<file path="src/rtl/cgmcfg_regs.svh">
// Named constants of the clock generator control block.
// Assumes inclusion by bare name from rtl/ before the package.
`ifndef CGMCFG_REGS_SVH
`define CGMCFG_REGS_SVH

`define CGMCFG_MULT_W 12
`define CGMCFG_RANGE_W 8
`define CGMCFG_MULT_RST 12'h040
`define CGMCFG_RANGE_RST 8'h40
`define CGMCFG_RANGE_PWR_RST 2'h0
`define CGMCFG_LOOP_ON_RST 1'h1
`define CGMCFG_SELECT_RST 1'h0
`define CGMCFG_MULT_ONE 12'h001
`define CGMCFG_MULT_ZERO 12'h000
`define CGMCFG_RANGE_ZERO 8'h00
`define CGMCFG_SW_EDGES 2'h3
`define CGMCFG_SRC_XTAL 1'h0
`define CGMCFG_SRC_VCO 1'h1

`endif

</file>
<file path="src/rtl/cgmcfg_pkg.sv">
// Types shared by the clock generator control block.
// Assumes cgmcfg_regs.svh is on the include path.
`include "cgmcfg_regs.svh"

package cgmcfg_pkg;

  typedef struct packed {
    logic loop_power_on;
    logic base_source_select;
    logic [1:0] range_power_bits;
  } cgmcfg_ctrl_t;

  typedef enum logic [1:0] {
    CGMCFG_RUN,
    CGMCFG_OLD_WAIT,
    CGMCFG_NEW_WAIT
  } cgmcfg_sw_t;

  typedef struct packed {
    cgmcfg_ctrl_t ctrl;
    logic [`CGMCFG_MULT_W-1:0] mult;
    logic [`CGMCFG_RANGE_W-1:0] range;
    logic xtal_prev;
    logic vco_prev;
    logic active_src;
    cgmcfg_sw_t sw;
    logic [1:0] sw_cnt;
    logic base;
    logic bus;
    logic [`CGMCFG_MULT_W-1:0] fb_cnt;
    logic fb_pulse;
    logic loop_en;
    logic osc_en;
    logic busy;
  } cgmcfg_state_t;

endpackage

</file>
<file path="src/rtl/cgmcfg_top.sv">
// Digital control of the clock generator: multiplier programming, source
// switch with hold, divide by two and feedback divider.
// Assumes both source clocks are slow against clk_sys and synchronous to it.
`timescale 1ns/1ps
`default_nettype none
`include "cgmcfg_regs.svh"

module cgmcfg_top (
  input wire logic clk_sys, // System clock, 10 MHz.
  input wire logic reset, // Synchronous reset, active high.
  input wire logic crystal_clock, // Crystal oscillator clock.
  input wire logic vco_clock, // VCO clock.
  input wire logic osc_enable_from_integration, // Oscillator and loop enable.
  input wire logic ctrl_wr, // Control register write strobe.
  input wire cgmcfg_pkg::cgmcfg_ctrl_t ctrl_wdata, // Control write data.
  input wire logic mult_wr, // Multiplier write strobe.
  input wire logic [`CGMCFG_MULT_W-1:0] mult_wdata, // Multiplier N.
  input wire logic range_wr, // Linear range write strobe.
  input wire logic [`CGMCFG_RANGE_W-1:0] range_wdata, // Linear range L.
  output logic [3:0] ctrl_rdata, // Control register contents.
  output logic [`CGMCFG_MULT_W-1:0] mult_rdata, // Multiplier contents.
  output logic [`CGMCFG_RANGE_W-1:0] range_rdata, // Linear range contents.
  output logic base_clock_out, // Base clock, source over two.
  output logic bus_clock, // Bus clock, source over four.
  output logic source_is_vco, // Active base clock source.
  output logic switch_busy, // Source transition in progress.
  output logic vco_feedback, // One pulse per N VCO edges.
  output logic loop_enable, // Analog loop enable.
  output logic osc_enable // Crystal oscillator enable.
);

  cgmcfg_pkg::cgmcfg_state_t state_q;
  cgmcfg_pkg::cgmcfg_state_t state_d;

  function automatic logic rise(input logic cur, input logic prev);
    rise = cur & ~prev;
  endfunction

  function automatic logic [`CGMCFG_MULT_W-1:0] n_eff(
      input logic [`CGMCFG_MULT_W-1:0] n);
    n_eff = (n == `CGMCFG_MULT_ZERO) ? `CGMCFG_MULT_ONE : n;
  endfunction

  logic xtal_edge;
  logic vco_edge;
  logic range_zero;
  logic old_edge;
  logic new_edge;
  logic sel_edge;

  assign xtal_edge = rise(crystal_clock, state_q.xtal_prev);
  assign vco_edge = rise(vco_clock, state_q.vco_prev);
  assign range_zero = state_q.range == `CGMCFG_RANGE_ZERO;
  assign old_edge = state_q.active_src ? vco_edge : xtal_edge;
  assign new_edge = state_q.active_src ? xtal_edge : vco_edge;
  assign sel_edge = old_edge;

  // ==========================================================================
  // Next state
  // ==========================================================================
  always_comb begin
    state_d = state_q;
    state_d.xtal_prev = crystal_clock;
    state_d.vco_prev = vco_clock;
    state_d.osc_en = osc_enable_from_integration;
    state_d.fb_pulse = 1'b0;
    if (ctrl_wr) begin
      if (!state_q.ctrl.loop_power_on) begin
        state_d.ctrl.range_power_bits = ctrl_wdata.range_power_bits;
      end
      state_d.ctrl.loop_power_on = ctrl_wdata.loop_power_on |
        state_q.ctrl.base_source_select;
      state_d.ctrl.base_source_select = ctrl_wdata.base_source_select &
        state_q.ctrl.loop_power_on & ~range_zero;
    end
    if (!state_q.ctrl.loop_power_on || range_zero) begin
      state_d.ctrl.base_source_select = 1'b0;
    end
    if (!state_q.ctrl.loop_power_on) begin
      if (mult_wr) begin
        state_d.mult = mult_wdata;
      end
      if (range_wr) begin
        state_d.range = range_wdata;
      end
    end
    state_d.loop_en = state_q.osc_en & state_q.ctrl.loop_power_on &
      ~range_zero;
    // Feedback divider counts VCO edges while the loop runs.
    if (!state_q.loop_en) begin
      state_d.fb_cnt = `CGMCFG_MULT_ZERO;
    end else if (vco_edge) begin
      if (state_q.fb_cnt >= n_eff(state_q.mult) - `CGMCFG_MULT_ONE) begin
        state_d.fb_cnt = `CGMCFG_MULT_ZERO;
        state_d.fb_pulse = 1'b1;
      end else begin
        state_d.fb_cnt = state_q.fb_cnt + `CGMCFG_MULT_ONE;
      end
    end
    // Source switch: finish three edges of the old source, then three of
    // the new one, holding the base clock throughout.
    case (state_q.sw)
      cgmcfg_pkg::CGMCFG_RUN: begin
        if (state_q.active_src != state_q.ctrl.base_source_select) begin
          state_d.sw = cgmcfg_pkg::CGMCFG_OLD_WAIT;
          state_d.sw_cnt = 2'h0;
        end else if (sel_edge) begin
          state_d.base = ~state_q.base;
          if (!state_q.base) begin
            state_d.bus = ~state_q.bus;
          end
        end
      end
      cgmcfg_pkg::CGMCFG_OLD_WAIT: begin
        if (old_edge) begin
          state_d.sw_cnt = state_q.sw_cnt + 2'h1;
          if (state_q.sw_cnt == `CGMCFG_SW_EDGES - 2'h1) begin
            state_d.sw = cgmcfg_pkg::CGMCFG_NEW_WAIT;
            state_d.sw_cnt = 2'h0;
          end
        end
      end
      cgmcfg_pkg::CGMCFG_NEW_WAIT: begin
        if (new_edge) begin
          state_d.sw_cnt = state_q.sw_cnt + 2'h1;
          if (state_q.sw_cnt == `CGMCFG_SW_EDGES - 2'h1) begin
            state_d.sw = cgmcfg_pkg::CGMCFG_RUN;
            state_d.active_src = ~state_q.active_src;
            state_d.sw_cnt = 2'h0;
          end
        end
      end
      default: begin
        state_d.sw = cgmcfg_pkg::CGMCFG_RUN;
      end
    endcase
    // Busy is registered so that the output comes straight from a flop.
    state_d.busy = state_d.sw != cgmcfg_pkg::CGMCFG_RUN;
  end

  // ==========================================================================
  // State register
  // ==========================================================================
  always_ff @(posedge clk_sys) begin
    if (reset) begin
      state_q <= '0;
      state_q.ctrl.loop_power_on <= `CGMCFG_LOOP_ON_RST;
      state_q.ctrl.base_source_select <= `CGMCFG_SELECT_RST;
      state_q.ctrl.range_power_bits <= `CGMCFG_RANGE_PWR_RST;
      state_q.mult <= `CGMCFG_MULT_RST;
      state_q.range <= `CGMCFG_RANGE_RST;
      state_q.active_src <= `CGMCFG_SRC_XTAL;
      state_q.sw <= cgmcfg_pkg::CGMCFG_RUN;
    end else begin
      state_q <= state_d;
    end
  end

  assign ctrl_rdata = state_q.ctrl;
  assign mult_rdata = state_q.mult;
  assign range_rdata = state_q.range;
  assign base_clock_out = state_q.base;
  assign bus_clock = state_q.bus;
  assign source_is_vco = state_q.active_src;
  assign switch_busy = state_q.busy;
  assign vco_feedback = state_q.fb_pulse;
  assign loop_enable = state_q.loop_en;
  assign osc_enable = state_q.osc_en;
endmodule
`default_nettype wire

</file>
<file path="config.mk">
export PLATFORM = sky130hd
export DESIGN_NAME = cgmcfg_top
export DESIGN_NICKNAME = d
export VERILOG_FILES = /design/src/rtl/cgmcfg_pkg.sv /design/src/rtl/cgmcfg_top.sv
export VERILOG_INCLUDE_DIRS = /design/src /design/src/rtl
export SDC_FILE = /design/constraint.sdc
export NUM_CORES = 1
export LEC_CHECK = 0
export ABC_AREA = 0
export ABC_CLOCK_PERIOD_IN_PS = 8000
export BUFFER_PORTS_ARGS = -buffer_cell sky130_fd_sc_hd__buf_2
export CELL_PAD_IN_SITES_DETAIL_PLACEMENT = 1
export CELL_PAD_IN_SITES_GLOBAL_PLACEMENT = 1
export CORE_MARGIN = 2
export CORE_UTILIZATION = 30
export CTS_CLUSTER_DIAMETER = 60
export CTS_CLUSTER_SIZE = 25
export DETAILED_ROUTE_END_ITERATION = 10
export GPL_ROUTABILITY_DRIVEN = 0
export GPL_TIMING_DRIVEN = 0
export PLACE_DENSITY_LB_ADDON = 0.1
export SYNTH_ARGS = -nofsm -noshare
export SYNTH_HDL_FRONTEND = slang
export SYNTH_SLANG_ARGS = --single-unit
</file>
<file path="constraint.sdc">
create_clock -name clk_sys -period 8 [get_ports clk_sys]
set_input_delay 1.2 -clock clk_sys [delete_from_list [all_inputs] [get_ports clk_sys]]
set_output_delay 1.2 -clock clk_sys [all_outputs]
set_load 0.1 [all_outputs]
</file>
Word level (Yosys, flattened, before mapping)

Cells that the tools add are included.

Register bits after elaboration: 49
Latch bits: 0
Bits in writable memories: 0
Bits in read-only memories: 0
Bits of input ports: 32
Output and inout port bits: 31
Memories kept: 0

Add/sub/neg operators: 3
Multipliers: 0
Div/mod/pow operators: 0
Magnitude comparators: 1
Equality and inequality tests: 7
Shift-type cells: 0
Mux-type cells: 12
Bitwise gates (word level): 17
Reductions and logical operators: 17

Operators by type and width:

| kind                  | number |
|---|---|
| $mux 12               | 2 |
| $mux 4                | 5 |
| $add 12x1->12 const B | 1 |
| $ge 12x12->1          | 1 |
| $logic_not 12->1      | 1 |
| $pmux 2 s3            | 2 |
| $sub 12x1->12 const B | 1 |
| $not 1->1             | 10 |
| $logic_not 8->1       | 1 |
| $reduce_and 4->1      | 2 |
| $and 1x1->1           | 6 |
| $ne 2x2->1 const B    | 3 |
| $reduce_and 2->1      | 3 |
| $reduce_and 3->1      | 2 |
| $eq 2x2->1 const B    | 2 |
| $reduce_or 2->1       | 2 |
| $mux 1                | 3 |
| $reduce_bool 3->1     | 1 |
| $reduce_or 3->1       | 1 |
| $add 2x1->2 const B   | 1 |
| $eq 2x1->1 const B    | 1 |
| $logic_not 2->1       | 1 |
| $reduce_bool 2->1     | 1 |
| $logic_not 1->1       | 1 |
| other kinds (3)       | 3 |

Logic depth before layout (Yosys ltp)

Word-level depth: 6
Depth in mapped cells: 14
Mapped depth without buffers: 14

Worst setup path after synthesis

No wires, ideal clock.

Path kind: register -> register
Start: register state_q, in the netlist mult_rdata[4]
End: register state_q, in the netlist vco_feedback
Library setup time: 81 ps
Arrival time: 2865 ps
Path slack: 5054 ps
Cell stages (with the launch flop): 15
Path buffers: 0
Clock period less this slack: 2946 ps
Path through: dfxtp_1 > nor4_2 > nand2b_1 > nor3_1 > a31oi_1 > ha_1 > nor3b_1 > nand2_1 > xor2_1 > ha_1 > nand2_1 > nor3_1 > a21oi_2 > o21ai_2 > nor3b_1

Cells in the longest elaborated chain, start to end: 5

Ends and longest elaborated chain:

| item                              | RTL line          | text |
|---|---|---|
| start: declaration                | cgmcfg_top.sv:32  | `cgmcfg_pkg::cgmcfg_state_t state_q;` |
| start signal: assignment          | cgmcfg_top.sv:155 | `state_q <= state_d;` |
| $logic_not 12->1 (no source line) | -                 |  |
| $mux 12 *                         | cgmcfg_top.sv:41  | `` n_eff = (n == `CGMCFG_MULT_ZERO) ? `CGMCFG_MULT_ONE : n; `` |
| $sub 12x1->12 (no source line) *  | -                 |  |
| $ge 12x12->1 (no source line) *   | -                 |  |
| $mux 1 *                          | cgmcfg_top.sv:93  | `` if (state_q.fb_cnt >= n_eff(state_q.mult) - `CGMCFG_MULT_ONE) begin `` |

Mark *: on every way between the ends. The rest lies on a longest branch, timed or not.
A chain may end at the register's enable or synchronous reset.

Worst setup path in the final report

Ends and elaborated chain as after synthesis.

==> metrics.md <==
| Metric | Value |
|---|---|
| Fin crit period | `3550 ps` |
| Count of synthesis-stage warnings from yosys | `0` |
| Register-to-register setup slack | `4450 ps` |
| Total clock buffers created by CTS | `5` |
| Total congestion overflow after global routing | `0` |
| Post-synthesis instance area | `0.00274 mm²` |
| Number of hold violations in the final report | `0` |
| Deepest level of the CTS H-tree | `2` |
| Share of synthesized area spent on multiplexers | `1.83%` |
| Run status | `complete, no violations` |
| Number of design-rule violations left by the first detailed-router iteration | `63` |
| Fraction of synthesis flops using an asynchronous set or reset pin | `0%` |
| Cell count after synthesis | `326` |
| Placed Cells incl. Taps | `495` |
| Clock slew at the register clock pins of the worst setup and hold paths | `100 ps` |
| Number of standard cells in the final layout excluding fillers | `503` |
| Post-CTS setup repair buffer count | `0` |
| Min-delay worst type | `flip-flop to flip-flop` |
| Dominant combinational cell family by area after synthesis | `simple AND/OR/NAND/NOR gates` |
| Cell at the slowest stage of the critical path | `sky130_fd_sc_hd__dfxtp_1` |
| Max Buffers Root-to-Sink | `2` |
| Count of port buffers added during placement | `61` |
| Count of flip-flops with a built-in enable after synthesis | `0` |
| Synth-to-layout area growth | `20.3%` |
| Number of violations of the max-capacitance limit | `0` |
| Fin. max-slew vios | `0` |
| Post-cts repair resize count | `0` |
| Setup crit start kind | `flip-flop` |
| Share of synthesized cell area in full adder, half adder and majority cells | `8.22%` |
| Post-Route WL | `6.87 mm` |
| Slew at the pin closest to its max-slew limit | `549 ps` |
| Number of setup violations in the final report | `0` |
| Die height | `99.6 µm` |
| Top post-synthesis cells by area | `sky130_fd_sc_hd__dfxtp_1 (36%), sky130_fd_sc_hd__ha_1 (8.2%), sky130_fd_sc_hd__nand2_1 (8.1%)` |
| Distinct cell type count after synthesis | `46` |
| Antenna diodes | `0` |
| Cell taking the most area after synthesis | `sky130_fd_sc_hd__dfxtp_1` |
| Crit-path max cell delay | `480 ps` |
| Root buffer cell | `sky130_fd_sc_hd__clkbuf_8` |
| Total length of routed met3 wires | `332 µm` |
| Via count of the first global-routing pass | `2541` |
| Worst reg-to-reg path cell count | `14` |
| Synthesized flop and latch total | `49` |
| Syn avg cell area | `8.41 µm²` |
| Post-DRT Antenna Nets | `0` |
| Fraction of the cycle the final worst path needs | `44.3%` |
| Crit path DAT | `3780 ps` |
| Wire per inst | `13.7 µm` |
| Wire length on met2 | `3.30 mm` |
| Type of element capturing the critical path | `flip-flop` |
| Global-route wire length before repair | `11.9 mm` |
| Power density of the placed cells | `169 mW/mm²` |
| Share of Yosys cell area claimed by the top area cell type | `35.8%` |
| Placed standard-cell area | `0.00318 mm²` |
| Syn Nets | `376` |
| Remaining routing DRC violations | `0` |
| Die width | `99.6 µm` |
| Synth Area in Compound Gates | `14.6%` |
| Global Route Usage Sum | `14.8%` |
| RSZ-0062 raised after global routing | `no` |
| Critical path data required time | `8240 ps` |
| Die area | `0.00992 mm²` |
| Reg-to-Reg End | `vco_feedback` |
| Critical path startpoint | `mult_rdata[4]` |
| Clock tree skew after final layout | `10.1 ps` |
| Min-Delay Endpoint | `loop_enable` |
| Fin Setup TNS | `0 ps` |
| Post-route met1 wirelength | `3.18 mm` |
| Total Nets Final | `444` |
| Hold path depth | `2` |
| Cells traversed along the worst timing path | `nor4_2 -> nand2b_1 -> nor3_1 -> a31oi_1 -> ha_1 -> nor3b_1 -> nand2_1 -> xor2_1 -> ha_1 -> nand2_1 -> nor3_1 -> a21oi_2 -> o21ai_2 -> nor3b_1` |
| Power after layout | `0.000557 W` |
| Leading register cell type out of synthesis | `sky130_fd_sc_hd__dfxtp_1` |
| Sequential cell area fraction in the yosys report | `35.8%` |
| Worst setup path class | `flip-flop to flip-flop` |
| Maximum number of pins on one net before global-route repair | `17` |
| Drt via density | `4.78` |
| Hold_buf cts | `0` |
| Final instance area | `0.00330 mm²` |
| Detailed-route via count | `2403` |
| I/O pin cnt | `63` |
| CORE AREA | `0.00881 mm²` |
| Number of antenna violations at the first check in global routing | `0` |
| TritonCTS sink count | `49` |
| Ratio of cells with drive above 1 in the final layout | `26.3%` |
| Finished Core Util | `37.4%` |
| Most numerous cell in the Yosys netlist | `sky130_fd_sc_hd__nand2_1` |
| Critical hold path startpoint | `osc_enable` |
| Tightest slew margin relative to the limit | `63.3%` |
| Worst voltage drop across the vdd grid | `0.0000746 V` |
| Most common library cells after synthesis | `sky130_fd_sc_hd__nand2_1 (59), sky130_fd_sc_hd__dfxtp_1 (49), sky130_fd_sc_hd__a21oi_1 (26), sky130_fd_sc_hd__nor2_1 (26), sky130_fd_sc_hd__buf_4 (24)` |
| Final HPWL DP | `5.36 mm` |
| Critical Path Fanout Max | `10` |
| Starting density of the core | `31.1%` |
| Total number of placement rows | `34` |
| Worst skew pair latency | `310 ps` |
| DR pass1 iterations | `4` |
| Cell leakage power | `1.40 nW` |
| TritonCTS clock tree | `done` |
| Highest routing layer actually used | `met4` |
| Xor/xnor share of the synthesized area | `6.39%` |
| Post-synthesis simple-gate area fraction | `23.7%` |
| Max Fclk | `282 MHz` |
| Launch point of the worst reg-to-reg path | `mult_rdata[4]` |
==> kinds of logic after synthesis <==
family / after synthesis
xor gates and xnor gates: 20
AOI/OAI and AO/OA: 58
muxes: 5
adders and majority gates: 18
and+or+nand+nor: 131
DFF: 49
buffers and inverters: 45
==> worst max-delay path by stage <==
stage / endpoint / slack [ps] / cells past startpoint
after floorplan: vco_feedback / 5050 / 14
after global placement: vco_feedback / 4450 / 14
after detailed placement: vco_feedback / 4400 / 14
after CTS: vco_feedback / 4360 / 14
after global routing: vco_feedback / 3950 / 14
final: vco_feedback / 4450 / 14
==> routing by layer <==
metal	track usage (%)	vias to the layer above
li1	-	1229
met3	3.72	4
met4	4.21	0
met5	0	-
met2	25.5	43
met1	18.3	1127
==> area by class of cell <==
| cell class | count | area [µm²] |
|---|---|---|
| multi-input combinational | 232 | 1500 |
| timing repair buffer | 61 | 305 |
| fill | 1083 | 5510 |
| clock buffer | 5 | 68.8 |
| sequential | 49 | 981 |
| clock inverter | 3 | 46.3 |
| buffer | 33 | 214 |
| inverter | 12 | 45.0 |
| tap | 108 | 135 |
==> per-stage QoR <==
stage	setup WS [ps]	hold WS, ps
2_1_floorplan	5050	449
3_3_place_gp	4450	442
3_5_place_dp	4400	448
4_1_cts	4360	463
5_1_grt	3950	506
6_report	4450	455
==> state kept, by name (all words and copies together), names as in the netlist, 4 cells and up <==
signal       cells
ctrl_rdata       4
mult_rdata      12
range_rdata      8
state_q         18
==> cells in the final DEF (no fill, tap or decap), types with 3 or more instances in the layout <==
cell / count
sky130_fd_sc_hd__nor4_1: 3
sky130_fd_sc_hd__mux2i_1: 5
sky130_fd_sc_hd__clkbuf_8: 5
sky130_fd_sc_hd__nor2b_1: 8
sky130_fd_sc_hd__xnor2_1: 13
sky130_fd_sc_hd__dfxtp_1: 49
sky130_fd_sc_hd__nor2_1: 26
sky130_fd_sc_hd__nand4_1: 3
sky130_fd_sc_hd__clkbuf_1: 9
sky130_fd_sc_hd__buf_4: 24
sky130_fd_sc_hd__nand2_1: 59
sky130_fd_sc_hd__a21oi_1: 26
sky130_fd_sc_hd__nand2b_1: 4
sky130_fd_sc_hd__nor3_1: 6
sky130_fd_sc_hd__nor3b_1: 4
sky130_fd_sc_hd__buf_2: 61
sky130_fd_sc_hd__inv_1: 12
sky130_fd_sc_hd__o21ai_1: 3
sky130_fd_sc_hd__a211oi_1: 11
sky130_fd_sc_hd__xor2_1: 7
sky130_fd_sc_hd__ha_1: 18
sky130_fd_sc_hd__o2111ai_1: 3
==> worst max-delay path, delay by kind of cell, from the launching register on <==
kind / cells / cell delay (ps)
compound gates: 3 / 810
xor+xnor: 1 / 170
fa+ha+maj: 2 / 510
flops: 1 / 480
simple gates: 8 / 1500
==> where the power goes <==
part | internal, W | switching (W) | total [W] | leakage, nW
Combinational | 0.0000348 | 0.0000799 | 0.000115 | 0.952
Sequential | 0.000251 | 0.00000730 | 0.000258 | 0.398
Clock | 0.0000937 | 0.0000909 | 0.000185 | 0.0543
(Power assumes the default switching activity.)
